$ cat src/design/gpr_pkg.sv
// package: register map, field positions and types of the gigabit phy regs
package gpr_pkg;
   // register indices (byte address is four times the index)
   localparam logic [7:0] GPR_IDX_GCTRL = 8'h09;
   localparam logic [7:0] GPR_IDX_GSTAT = 8'h0a;
   localparam logic [7:0] GPR_IDX_FCAP = 8'h0f;
   localparam logic [7:0] GPR_IDX_FEXT = 8'h10;
   localparam logic [7:0] GPR_IDX_GEXT = 8'h11;
   localparam logic [7:0] GPR_IDX_IRQ_STAT = 8'h20;
   localparam logic [7:0] GPR_IDX_IRQ_MASK = 8'h21;
   // gigabit control fields
   localparam int GPR_TM_LSB = 13;
   localparam int GPR_MS_EN_BIT = 12;
   localparam int GPR_MS_VAL_BIT = 11;
   localparam int GPR_PORT_BIT = 10;
   localparam int GPR_FDX_BIT = 9;
   localparam int GPR_HDX_BIT = 8;
   localparam logic [15:0] GPR_GCTRL_RST = 16'h0400;
   localparam logic [15:0] GPR_GCTRL_WMASK = 16'hffff;
   // fixed capability value
   localparam logic [15:0] GPR_FCAP_VAL = 16'h3000;
   // test modes
   typedef enum logic [2:0] {
      GPR_TM_NORMAL = 3'h0,
      GPR_TM_WAVEFORM = 3'h1,
      GPR_TM_JIT_MASTER = 3'h2,
      GPR_TM_JIT_SLAVE = 3'h3,
      GPR_TM_DISTORT = 3'h4
   } gpr_tm_e;
   // bus slave states
   typedef enum logic [1:0] {
      GPR_BUS_IDLE = 2'b00,
      GPR_BUS_ACK = 2'b01
   } gpr_bus_e;
   // per-speed event inputs, one pulse per cycle of occurrence
   typedef struct packed {
      logic lock_err;
      logic disconnect;
      logic rx_err;
      logic tx_err;
      logic ssd_err;
      logic esd_err;
      logic ext_err;
   } gpr_evt_s;
   // per-speed level status
   typedef struct packed {
      logic descr_lock;
      logic link_up;
   } gpr_lvl_s;
   localparam int GPR_NEVT = 7;
   localparam logic [7:0] GPR_IDLE_MAX = 8'hff;
   // interrupt status bits
   localparam int GPR_IRQ_MSFAULT = 0;
   localparam int GPR_IRQ_FEXT = 1;
   localparam int GPR_IRQ_GEXT = 2;
   localparam int GPR_IRQ_IDLE = 3;
   localparam int GPR_NIRQ = 4;
endpackage

$ cat src/design/gpr_regs.sv
// gigabit phy management registers behind a classic wishbone slave
//
// Local design decision: the Wishbone slave port.
`timescale 1ns/10ps
// Summary of operation
// - test mode field: zero normal, one to four select the four tx tests
// - manual master/slave enable picks value bit; otherwise ignored; reset zero
// - port type bit: one multi-port, zero single; resets to one
// - gigabit duplex advertise bits writable, reset from config pins
// - master/slave fault latches high until status read; reset zero
// - resolution bit one for master, zero for slave; resets to one
// - local and remote receiver ok bits, zero after reset
// - partner gigabit full and half duplex ability bits, reset zero
// - capability register: x abilities zero, t abilities one, low bits zero
// - fast ethernet extension: descrambler lock and link bits, reset zero
// - fast ethernet extension: six self-clearing error flags
// - gigabit extension: descrambler lock and link bits, reset zero
// - gigabit extension: six self-clearing flags plus carrier extension
module gpr_regs
   import gpr_pkg::*;
(
   // clock and reset
   input wire logic clk_i,
   input wire logic rst_i,
   // wishbone slave
   input wire logic cyc_i,
   input wire logic stb_i,
   input wire logic we_i,
   input wire logic [7:0] adr_i,
   input wire logic [3:0] sel_i,
   input wire logic [31:0] dat_i,
   output logic [31:0] dat_o,
   output logic ack_o,
   // configuration pins for advertised gigabit abilities
   input wire logic config_pin_default_fdx_i,
   input wire logic config_pin_default_hdx_i,
   // negotiation and receiver status from datapath
   input wire logic ms_fault_i,
   input wire logic ms_master_i,
   input wire logic local_rx_ok_i,
   input wire logic remote_rx_ok_i,
   input wire logic lp_fdx_i,
   input wire logic lp_hdx_i,
   input wire logic idle_err_i,
   input wire gpr_lvl_s fe_lvl_i,
   input wire gpr_evt_s fe_evt_i,
   input wire gpr_lvl_s ge_lvl_i,
   input wire gpr_evt_s ge_evt_i,
   // control outputs to datapath
   output logic [2:0] test_mode_o,
   output logic ms_manual_o,
   output logic ms_force_master_o,
   output logic multi_port_o,
   output logic adv_fdx_o,
   output logic adv_hdx_o,
   // interrupt
   output logic irq_o
);

   logic [15:0] gctrl_q;
   logic ms_fault_q;
   logic ms_res_q;
   logic [3:0] gstat_lvl_q;
   logic [7:0] idle_cnt_q;
   logic [GPR_NEVT-1:0] fe_flag_q;
   logic [GPR_NEVT-1:0] ge_flag_q;
   gpr_lvl_s fe_lvl_q;
   gpr_lvl_s ge_lvl_q;
   logic [GPR_NIRQ-1:0] irq_stat_q;
   logic [GPR_NIRQ-1:0] irq_mask_q;
   logic [GPR_NIRQ-1:0] irq_evt;
   gpr_bus_e bus_q;
   logic strap_pend_q;
   logic req;
   logic rd_stb;
   logic wr_stb;
   logic [15:0] rd_data;

   // register selected by index; unmapped reads return zero
   function automatic logic hit(input logic [7:0] a, input logic [7:0] idx);
      hit = (a == idx);
   endfunction

   assign req = cyc_i && stb_i && (bus_q == GPR_BUS_IDLE);
   assign rd_stb = req && !we_i;
   assign wr_stb = req && we_i;

   // single-wait-state answer, ack dropped the cycle after
   always_ff @(posedge clk_i) begin
      if (rst_i) begin
         bus_q <= GPR_BUS_IDLE;
         ack_o <= 1'b0;
      end else begin
         case (bus_q)
            GPR_BUS_IDLE: begin
               ack_o <= req;
               if (req) begin
                  bus_q <= GPR_BUS_ACK;
               end
            end
            GPR_BUS_ACK: begin
               ack_o <= 1'b0;
               bus_q <= GPR_BUS_IDLE;
            end
            default: begin
               ack_o <= 1'b0;
               bus_q <= GPR_BUS_IDLE;
            end
         endcase
      end
   end

   always_comb begin
      rd_data = 16'h0000;
      if (hit(adr_i, GPR_IDX_GCTRL)) begin
         rd_data = gctrl_q;
      end else if (hit(adr_i, GPR_IDX_GSTAT)) begin
         rd_data = {ms_fault_q, ms_res_q, gstat_lvl_q, 2'b00, idle_cnt_q};
      end else if (hit(adr_i, GPR_IDX_FCAP)) begin
         rd_data = GPR_FCAP_VAL;
      end else if (hit(adr_i, GPR_IDX_FEXT)) begin
         rd_data = {fe_lvl_q.descr_lock, fe_flag_q[6:5], fe_lvl_q.link_up,
                    fe_flag_q[4:1], 8'h00};
      end else if (hit(adr_i, GPR_IDX_GEXT)) begin
         rd_data = {ge_lvl_q.descr_lock, ge_flag_q[6:5], ge_lvl_q.link_up,
                    ge_flag_q[4:0], 7'h00};
      end else if (hit(adr_i, GPR_IDX_IRQ_STAT)) begin
         rd_data = {12'h000, irq_stat_q};
      end else if (hit(adr_i, GPR_IDX_IRQ_MASK)) begin
         rd_data = {12'h000, irq_mask_q};
      end
   end

   always_ff @(posedge clk_i) begin
      if (rst_i) begin
         dat_o <= 32'h0000_0000;
      end else if (rd_stb) begin
         dat_o <= {16'h0000, rd_data};
      end
   end

   // control register; the duplex straps are taken one cycle after reset
   // release since an async-style capture of a pin at reset is not allowed
   always_ff @(posedge clk_i) begin
      if (rst_i) begin
         gctrl_q <= GPR_GCTRL_RST;
         strap_pend_q <= 1'b1;
      end else begin
         strap_pend_q <= 1'b0;
         if (strap_pend_q) begin
            gctrl_q[GPR_FDX_BIT] <= config_pin_default_fdx_i;
            gctrl_q[GPR_HDX_BIT] <= config_pin_default_hdx_i;
         end
         if (wr_stb && hit(adr_i, GPR_IDX_GCTRL)) begin
            if (sel_i[0]) begin
               gctrl_q[7:0] <= dat_i[7:0] & GPR_GCTRL_WMASK[7:0];
            end
            if (sel_i[1]) begin
               gctrl_q[15:8] <= dat_i[15:8] & GPR_GCTRL_WMASK[15:8];
            end
         end
      end
   end

   // test codes above four are undefined; software keeps them out
   // and disables media sensing first
   always_ff @(posedge clk_i) begin
      if (rst_i) begin
         test_mode_o <= GPR_TM_NORMAL;
         ms_manual_o <= 1'b0;
         ms_force_master_o <= 1'b0;
         multi_port_o <= 1'b1;
         adv_fdx_o <= 1'b0;
         adv_hdx_o <= 1'b0;
      end else begin
         test_mode_o <= gctrl_q[GPR_TM_LSB +: 3];
         ms_manual_o <= gctrl_q[GPR_MS_EN_BIT];
         ms_force_master_o <= gctrl_q[GPR_MS_EN_BIT] &
                              gctrl_q[GPR_MS_VAL_BIT];
         multi_port_o <= gctrl_q[GPR_PORT_BIT];
         adv_fdx_o <= gctrl_q[GPR_FDX_BIT];
         adv_hdx_o <= gctrl_q[GPR_HDX_BIT];
      end
   end

   // gigabit status: fault latch, resolution, receivers, partner ability
   always_ff @(posedge clk_i) begin
      if (rst_i) begin
         ms_fault_q <= 1'b0;
         ms_res_q <= 1'b1;
         gstat_lvl_q <= 4'h0;
      end else begin
         if (ms_fault_i) begin
            ms_fault_q <= 1'b1;
         end else if (rd_stb && hit(adr_i, GPR_IDX_GSTAT)) begin
            ms_fault_q <= 1'b0;
         end
         ms_res_q <= ms_master_i;
         gstat_lvl_q <= {local_rx_ok_i, remote_rx_ok_i,
                         lp_fdx_i, lp_hdx_i};
      end
   end

   // idle errors saturate; an error in the reading cycle restarts at one
   always_ff @(posedge clk_i) begin
      if (rst_i) begin
         idle_cnt_q <= 8'h00;
      end else if (rd_stb && hit(adr_i, GPR_IDX_GSTAT)) begin
         idle_cnt_q <= {7'h00, idle_err_i};
      end else if (idle_err_i && idle_cnt_q != GPR_IDLE_MAX) begin
         idle_cnt_q <= idle_cnt_q + 8'h01;
      end
   end

   always_ff @(posedge clk_i) begin
      if (rst_i) begin
         fe_lvl_q <= '0;
         ge_lvl_q <= '0;
      end else begin
         fe_lvl_q <= fe_lvl_i;
         ge_lvl_q <= ge_lvl_i;
      end
   end

   // sticky error flags; fast ethernet has no carrier extension flag
   genvar gi;
   generate
      for (gi = 0; gi < GPR_NEVT; gi++) begin : g_flag
         always_ff @(posedge clk_i) begin
            if (rst_i) begin
               fe_flag_q[gi] <= 1'b0;
               ge_flag_q[gi] <= 1'b0;
            end else begin
               if (gi != 0 && fe_evt_i[gi]) begin
                  fe_flag_q[gi] <= 1'b1;
               end else if (rd_stb && hit(adr_i, GPR_IDX_FEXT)) begin
                  fe_flag_q[gi] <= 1'b0;
               end
               if (ge_evt_i[gi]) begin
                  ge_flag_q[gi] <= 1'b1;
               end else if (rd_stb && hit(adr_i, GPR_IDX_GEXT)) begin
                  ge_flag_q[gi] <= 1'b0;
               end
            end
         end
      end
   endgenerate

   // interrupt: sticky status cleared by read, mask gates the level output
   assign irq_evt[GPR_IRQ_MSFAULT] = ms_fault_i;
   assign irq_evt[GPR_IRQ_FEXT] = |fe_evt_i[GPR_NEVT-1:1];
   assign irq_evt[GPR_IRQ_GEXT] = |ge_evt_i;
   assign irq_evt[GPR_IRQ_IDLE] = idle_err_i;

   always_ff @(posedge clk_i) begin
      if (rst_i) begin
         irq_stat_q <= '0;
         irq_mask_q <= '0;
         irq_o <= 1'b0;
      end else begin
         if (rd_stb && hit(adr_i, GPR_IDX_IRQ_STAT)) begin
            irq_stat_q <= irq_evt;
         end else begin
            irq_stat_q <= irq_stat_q | irq_evt;
         end
         if (wr_stb && sel_i[0] && hit(adr_i, GPR_IDX_IRQ_MASK)) begin
            irq_mask_q <= dat_i[GPR_NIRQ-1:0];
         end
         irq_o <= |(irq_stat_q & irq_mask_q);
      end
   end

   // checks
   fault_hold_a: assert property (
      @(posedge clk_i) disable iff (rst_i)
      ms_fault_i |=> ms_fault_q)
      else $error("fault latch lost");

   fault_clear_a: assert property (
      @(posedge clk_i) disable iff (rst_i)
      (rd_stb && hit(adr_i, GPR_IDX_GSTAT) && !ms_fault_i) |=> !ms_fault_q)
      else $error("fault not cleared by read");

   force_master_a: assert property (
      @(posedge clk_i) disable iff (rst_i)
      ms_force_master_o |-> ms_manual_o)
      else $error("master forced without manual enable");

   idle_sat_a: assert property (
      @(posedge clk_i) disable iff (rst_i)
      (idle_cnt_q == GPR_IDLE_MAX && idle_err_i && !rd_stb)
      |=> idle_cnt_q == GPR_IDLE_MAX)
      else $error("idle counter wrapped");

   idle_inc_a: assert property (
      @(posedge clk_i) disable iff (rst_i)
      (idle_err_i && !rd_stb && idle_cnt_q != GPR_IDLE_MAX)
      |=> idle_cnt_q == $past(idle_cnt_q) + 8'h01)
      else $error("idle counter missed an error");

   ge_flag_a: assert property (
      @(posedge clk_i) disable iff (rst_i)
      ge_evt_i.ext_err |=> ge_flag_q[0])
      else $error("carrier extension flag lost");

   fe_flag_a: assert property (
      @(posedge clk_i) disable iff (rst_i)
      fe_evt_i.lock_err |=> fe_flag_q[6])
      else $error("fast lock error flag lost");

   test_mode_a: assert property (
      @(posedge clk_i) disable iff (rst_i)
      1'b1 |=> test_mode_o == $past(gctrl_q[15:13]))
      else $error("test mode output stale");

   ack_pulse_a: assert property (
      @(posedge clk_i) disable iff (rst_i)
      ack_o |=> !ack_o)
      else $error("ack held two cycles");

   ack_answer_a: assert property (
      @(posedge clk_i) disable iff (rst_i)
      req |=> ack_o)
      else $error("request not acknowledged");

   ms_res_a: assert property (
      @(posedge clk_i) disable iff (rst_i)
      1'b1 |=> ms_res_q == $past(ms_master_i))
      else $error("resolution bit stale");

   rx_status_a: assert property (
      @(posedge clk_i) disable iff (rst_i)
      1'b1 |=> gstat_lvl_q[3] == $past(local_rx_ok_i) &&
               gstat_lvl_q[2] == $past(remote_rx_ok_i))
      else $error("receiver status stale");

   lp_ability_a: assert property (
      @(posedge clk_i) disable iff (rst_i)
      1'b1 |=> gstat_lvl_q[1] == $past(lp_fdx_i) &&
               gstat_lvl_q[0] == $past(lp_hdx_i))
      else $error("partner ability stale");

   fcap_read_a: assert property (
      @(posedge clk_i) disable iff (rst_i)
      (rd_stb && hit(adr_i, GPR_IDX_FCAP)) |=> dat_o == 32'h0000_3000)
      else $error("capability value wrong");

   fe_level_a: assert property (
      @(posedge clk_i) disable iff (rst_i)
      1'b1 |=> fe_lvl_q == $past(fe_lvl_i))
      else $error("fast level status stale");

   fe_noext_a: assert property (
      @(posedge clk_i) disable iff (rst_i)
      !fe_flag_q[0])
      else $error("fast carrier extension flag set");

   ge_level_a: assert property (
      @(posedge clk_i) disable iff (rst_i)
      1'b1 |=> ge_lvl_q == $past(ge_lvl_i))
      else $error("gigabit level status stale");

   fe_clear_a: assert property (
      @(posedge clk_i) disable iff (rst_i)
      (rd_stb && hit(adr_i, GPR_IDX_FEXT) && fe_evt_i == '0)
      |=> fe_flag_q == '0)
      else $error("fast flags not cleared by read");

   ge_clear_a: assert property (
      @(posedge clk_i) disable iff (rst_i)
      (rd_stb && hit(adr_i, GPR_IDX_GEXT) && ge_evt_i == '0)
      |=> ge_flag_q == '0)
      else $error("gigabit flags not cleared by read");

   idle_clear_a: assert property (
      @(posedge clk_i) disable iff (rst_i)
      (rd_stb && hit(adr_i, GPR_IDX_GSTAT) && !idle_err_i)
      |=> idle_cnt_q == 8'h00)
      else $error("idle counter not cleared by read");

   port_type_a: assert property (
      @(posedge clk_i) disable iff (rst_i)
      1'b1 |=> multi_port_o == $past(gctrl_q[GPR_PORT_BIT]))
      else $error("port type output stale");

   manual_ms_a: assert property (
      @(posedge clk_i) disable iff (rst_i)
      1'b1 |=> ms_manual_o == $past(gctrl_q[GPR_MS_EN_BIT]))
      else $error("manual enable output stale");

   strap_load_a: assert property (
      @(posedge clk_i) disable iff (rst_i)
      (strap_pend_q && !wr_stb)
      |=> gctrl_q[GPR_FDX_BIT] == $past(config_pin_default_fdx_i) &&
          gctrl_q[GPR_HDX_BIT] == $past(config_pin_default_hdx_i))
      else $error("duplex straps not loaded");

   irq_level_a: assert property (
      @(posedge clk_i) disable iff (rst_i)
      (|(irq_stat_q & irq_mask_q)) |=> irq_o)
      else $error("interrupt not raised");
endmodule

$ cat config.mk
export PLATFORM = sky130hd
export DESIGN_NAME = gpr_regs
export DESIGN_NICKNAME = d
export VERILOG_FILES = /design/src/design/gpr_pkg.sv /design/src/design/gpr_regs.sv
export SDC_FILE = /design/constraint.sdc
export NUM_CORES = 1
export LEC_CHECK = 0
export BUFFER_PORTS_ARGS = -buffer_cell sky130_fd_sc_hd__buf_4
export CAP_MARGIN = 20
export CORE_UTILIZATION = 35
export CTS_BUF_LIST = sky130_fd_sc_hd__clkbuf_8 sky130_fd_sc_hd__clkbuf_16
export CTS_CLUSTER_DIAMETER = 40
export DETAILED_ROUTE_END_ITERATION = 7
export PLACE_DENSITY = 0.58
export SYNTH_ARGS = -nofsm -noshare
export SYNTH_HDL_FRONTEND = slang
export SYNTH_SLANG_ARGS = --single-unit
export TNS_END_PERCENT = 1
$ cat constraint.sdc
create_clock -name clk_i -period 3 [get_ports clk_i]
set_input_delay 0.15 -clock clk_i [delete_from_list [all_inputs] [get_ports clk_i]]
set_output_delay 0.15 -clock clk_i [all_outputs]
set_load 0.01 [all_outputs]
==> results.py <==
metrics = {
    "run_status": {
        "status": "completed",
    },
    "setup_path": {
        "path_buf_inv": 0,
        "cp_max_fo": 9,
        "path_class": "register to register",
        "end_kind": "register",
        "path_delay_family": "simple AND/OR/NAND/NOR gates",
        "worstPathArrival_ns": 1.99,
        "crit_slowest_cell": "a2111oi_0",
        "start_kind": "register",
        "path_cells": "and4bb_1 > nand4b_1 > a2111oi_0 > nor2_1",
        "slowest_delay_ns": 0.49,
        "critPathRequiredTime_ns": 3.23,
    },
    "drt": {
        "drt_iter0_drc": 88,
        "drt-pass1-iter-count": 6,
        "post_drt_wl_per_cell_um": 15.0,
        "vias": 2965,
        "viasPerCell": 4.94,
        "drc": 0,
        "routed_wl_um": 9030,
        "route.antenna.remaining_nets": 0,
    },
    "synthesis": {
        "syn_area_mm2": 0.00367,
        "synth_top_family_by_area": "simple AND/OR/NAND/NOR gates",
        "synth_warnings": 0,
        "synthCells": 382,
        "synthSimpleGateAreaFrac_pct": 25.1,
        "synth_compound_area_share_pct": 13.2,
        "synth_cell_types": 55,
        "yosys-mux-area-fraction_pct": 9.50,
        "ys_ff_latch": 83,
        "synth_area_per_cell_um2": 9.62,
        "ys_seq_area_share_pct": 45.2,
        "ys.flop_type": "dfxtp_1",
        "synth_edf_count": 0,
        "synth_xor_area_share_pct": 0.954,
        "synthAdderAreaFrac_pct": 0.341,
        "async_flop_share_pct": 0,
    },
    "timing": {
        "worstMarginPinSlew_ns": 0.781,
        "post-route-period-util_pct": 58.6,
        "fin_crit_ns": 1.76,
        "tns_ns": 0,
        "max_freq_mhz": 569,
        "hold_violations": 0,
        "whs_ns": 0.00774,
        "setup_viol": 0,
        "finalClockSkew_ns": 0.00578,
        "slew_violations": 0,
        "rsz0062_at_grt": "no",
        "relSlewSlack_pct": 47.8,
    },
    "die": {
        "ios": 118,
        "fp.dieW_um": 104,
        "rows": 37,
        "core_mm2": 0.0102,
        "initial_core_util_pct": 35.9,
        "die_h_um": 104,
        "die-area_mm2": 0.0109,
    },
    "power": {
        "power.leakage_nw": 1.99,
        "power_density_mw_per_mm2": 491,
        "ir_worst_vdd_uv": 209,
    },
    "clock_tree": {
        "cts_root_buffer": "clkbuf_8",
        "htreeDepth": 3,
        "cts_buffer_depth": 2,
        "numCtsBuffers": 9,
        "clk_latency_ns": 0.35,
        "ctsHoldBuffers": 2,
        "cts_tree": "built",
        "clkSinkCount": 83,
        "cts_setup_buffers": 0,
        "cts_resized": 0,
        "clk_pin_slew_ns": 0.08,
    },
    "global_routing": {
        "grt_pass1_wl_um": 14100,
        "antenna_found_initial": 0,
        "grtUsageTotal_pct": 16.6,
        "grt_max_degree": 51,
        "grt_overflow": 0,
        "grt_pass1_vias": 2766,
    },
    "min_path": {
        "hold_path_class": "input pin to register",
    },
    "placement": {
        "place_area_mm2": 0.00433,
        "port_buffers": 82,
        "gp_congestion": 0.832,
        "dpl.hpwl_um": 6660,
    },
    "layout": {
        "area_growth_pct": 24.1,
        "diodes": 0,
        "postLayoutCellArea_mm2": 0.00456,
        "nets": 536,
        "drive_gt1_share_pct": 25.6,
    },
    "job": {
        "max-cap-violations": 0,
    },
}
## layout make-up
| class | count | area (um2) |
|---|---|---|
| tap | 136 | 170 |
| sequential | 83 | 1660 |
| fill | 1022 | 5670 |
| timing repair buffer | 86 | 651 |
| clock buffer | 9 | 124 |
| inverter | 1 | 3.75 |
| clock inverter | 7 | 85.1 |
| multi-input combinational | 278 | 1870 |
## cell families (layout without fill, tap and decap cells)
family                     Yosys count  after routing
xor gates and xnor gates             4              4
buffers and inverters               36            103
and+or+nand+nor                    149            149
other                                1             16
muxes                               34             34
AOI/OAI and AO/OA                   74             74
DFF                                 83             83
adders and majority gates            1              1
## flip-flops by register name, indices dropped and copies added, names as in the netlist, 2 cells and up
name         flops
fe_flag_q        6
gstat_lvl_q      4
irq_stat_q       4
ge_flag_q        7
irq_mask_q       4
idle_cnt_q       8
dat_o           16
gctrl_q         16
ge_lvl_q         2
fe_lvl_q         2
test_mode_o      3
## power breakdown
group | total, mW | internal, mW | switching [mW]
combinational | 0.225 | 0.107 | 0.118
sequential | 1.15 | 1.13 | 0.0182
clock | 0.860 | 0.460 | 0.400
## through the flow
step	power (mW)	std cells	utilization, %	setup WS [ns]
final	2.24	600	44.6	1.24
after detailed placement	1.40	582	42.3	1.21
after global routing	2.32	600	44.6	1.11
after global placement	1.40	582	42.3	1.27
after CTS	2.25	600	44.6	1.23
after floorplan	1.31	397	-	1.63
## cells in the final DEF (no fill, tap or decap), types with 3 or more instances in the layout
master and n:
a21oi_1 34, mux2i_1 27, nand3_1 8, nand3b_1 8
a22o_1 3, nor2_1 56, nor3_1 8, conb_1 16
mux2_2 7, o31ai_1 9, o22a_1 7, clkbuf_8 9
inv_1 3, nand2_1 11, nor2b_1 16, dfxtp_1 83
nand4_1 4, nor4_1 3, nand2b_1 6, nor4b_4 4
or3_1 3, o21ai_0 4, a221oi_1 4, buf_4 84
## cells in the mapped netlist (all sizes together) (2+ instances only)
master	count	area, um2
or3	4	30.0
and3	2	12.5
a21oi	34	170
o22ai	2	12.5
nand4b	2	17.5
nor2	56	210
and2	2	13.8
nor3	10	66.3
nand4	6	67.6
nor2b	16	100
nand3	8	40.0
clkbuf	12	45.0
o31ai	9	67.6
nor3b	2	15.0
nand2	11	41.3
nand3b	8	60.1
a22o	3	26.3
mux2i	27	270
o21ai	4	20.0
nor4b	5	110
o22a	7	61.3
a21o	2	15.0
mux2	7	78.8
buf	23	154
a32oi	2	17.5
dfxtp	83	1660
and4	2	17.5
xor2	2	17.5
a221oi	4	35.0
xnor2	2	17.5
a22oi	2	15.0
nand2b	6	37.5
nor4	4	40.0
## routing by layer
| metal | vias up | track usage [%] | part of all wire [%] |
|---|---|---|---|
| met5 | - | 0 | 0 |
| met4 | 0 | 5.61 | 1.4 |
| met3 | 10 | 4.20 | 6.4 |
| met2 | 94 | 25.6 | 44 |
| met1 | 1369 | 22.5 | 48 |
| li1 | 1492 | - | - |
## worst paths after layout
check                  end        start  cells after the start  slack [ns]
max reg2reg  irq_stat_q[1]     bus_q[0]                      4        1.24
max          irq_stat_q[1]     bus_q[0]                      4        1.24
min reg2reg       dat_o[6]     dat_o[6]                      2        0.46
min            ge_lvl_q[0]  ge_lvl_i[0]                      2       0.008
## worst register-to-register path, stage by stage (launching register included)
cell	delay, ns
dfxtp_1	0.34
and4bb_1	0.46
nand4b_1	0.27
a2111oi_0	0.49
nor2_1	0.07
No activity file was read; power rests on OpenSTA's default activity.
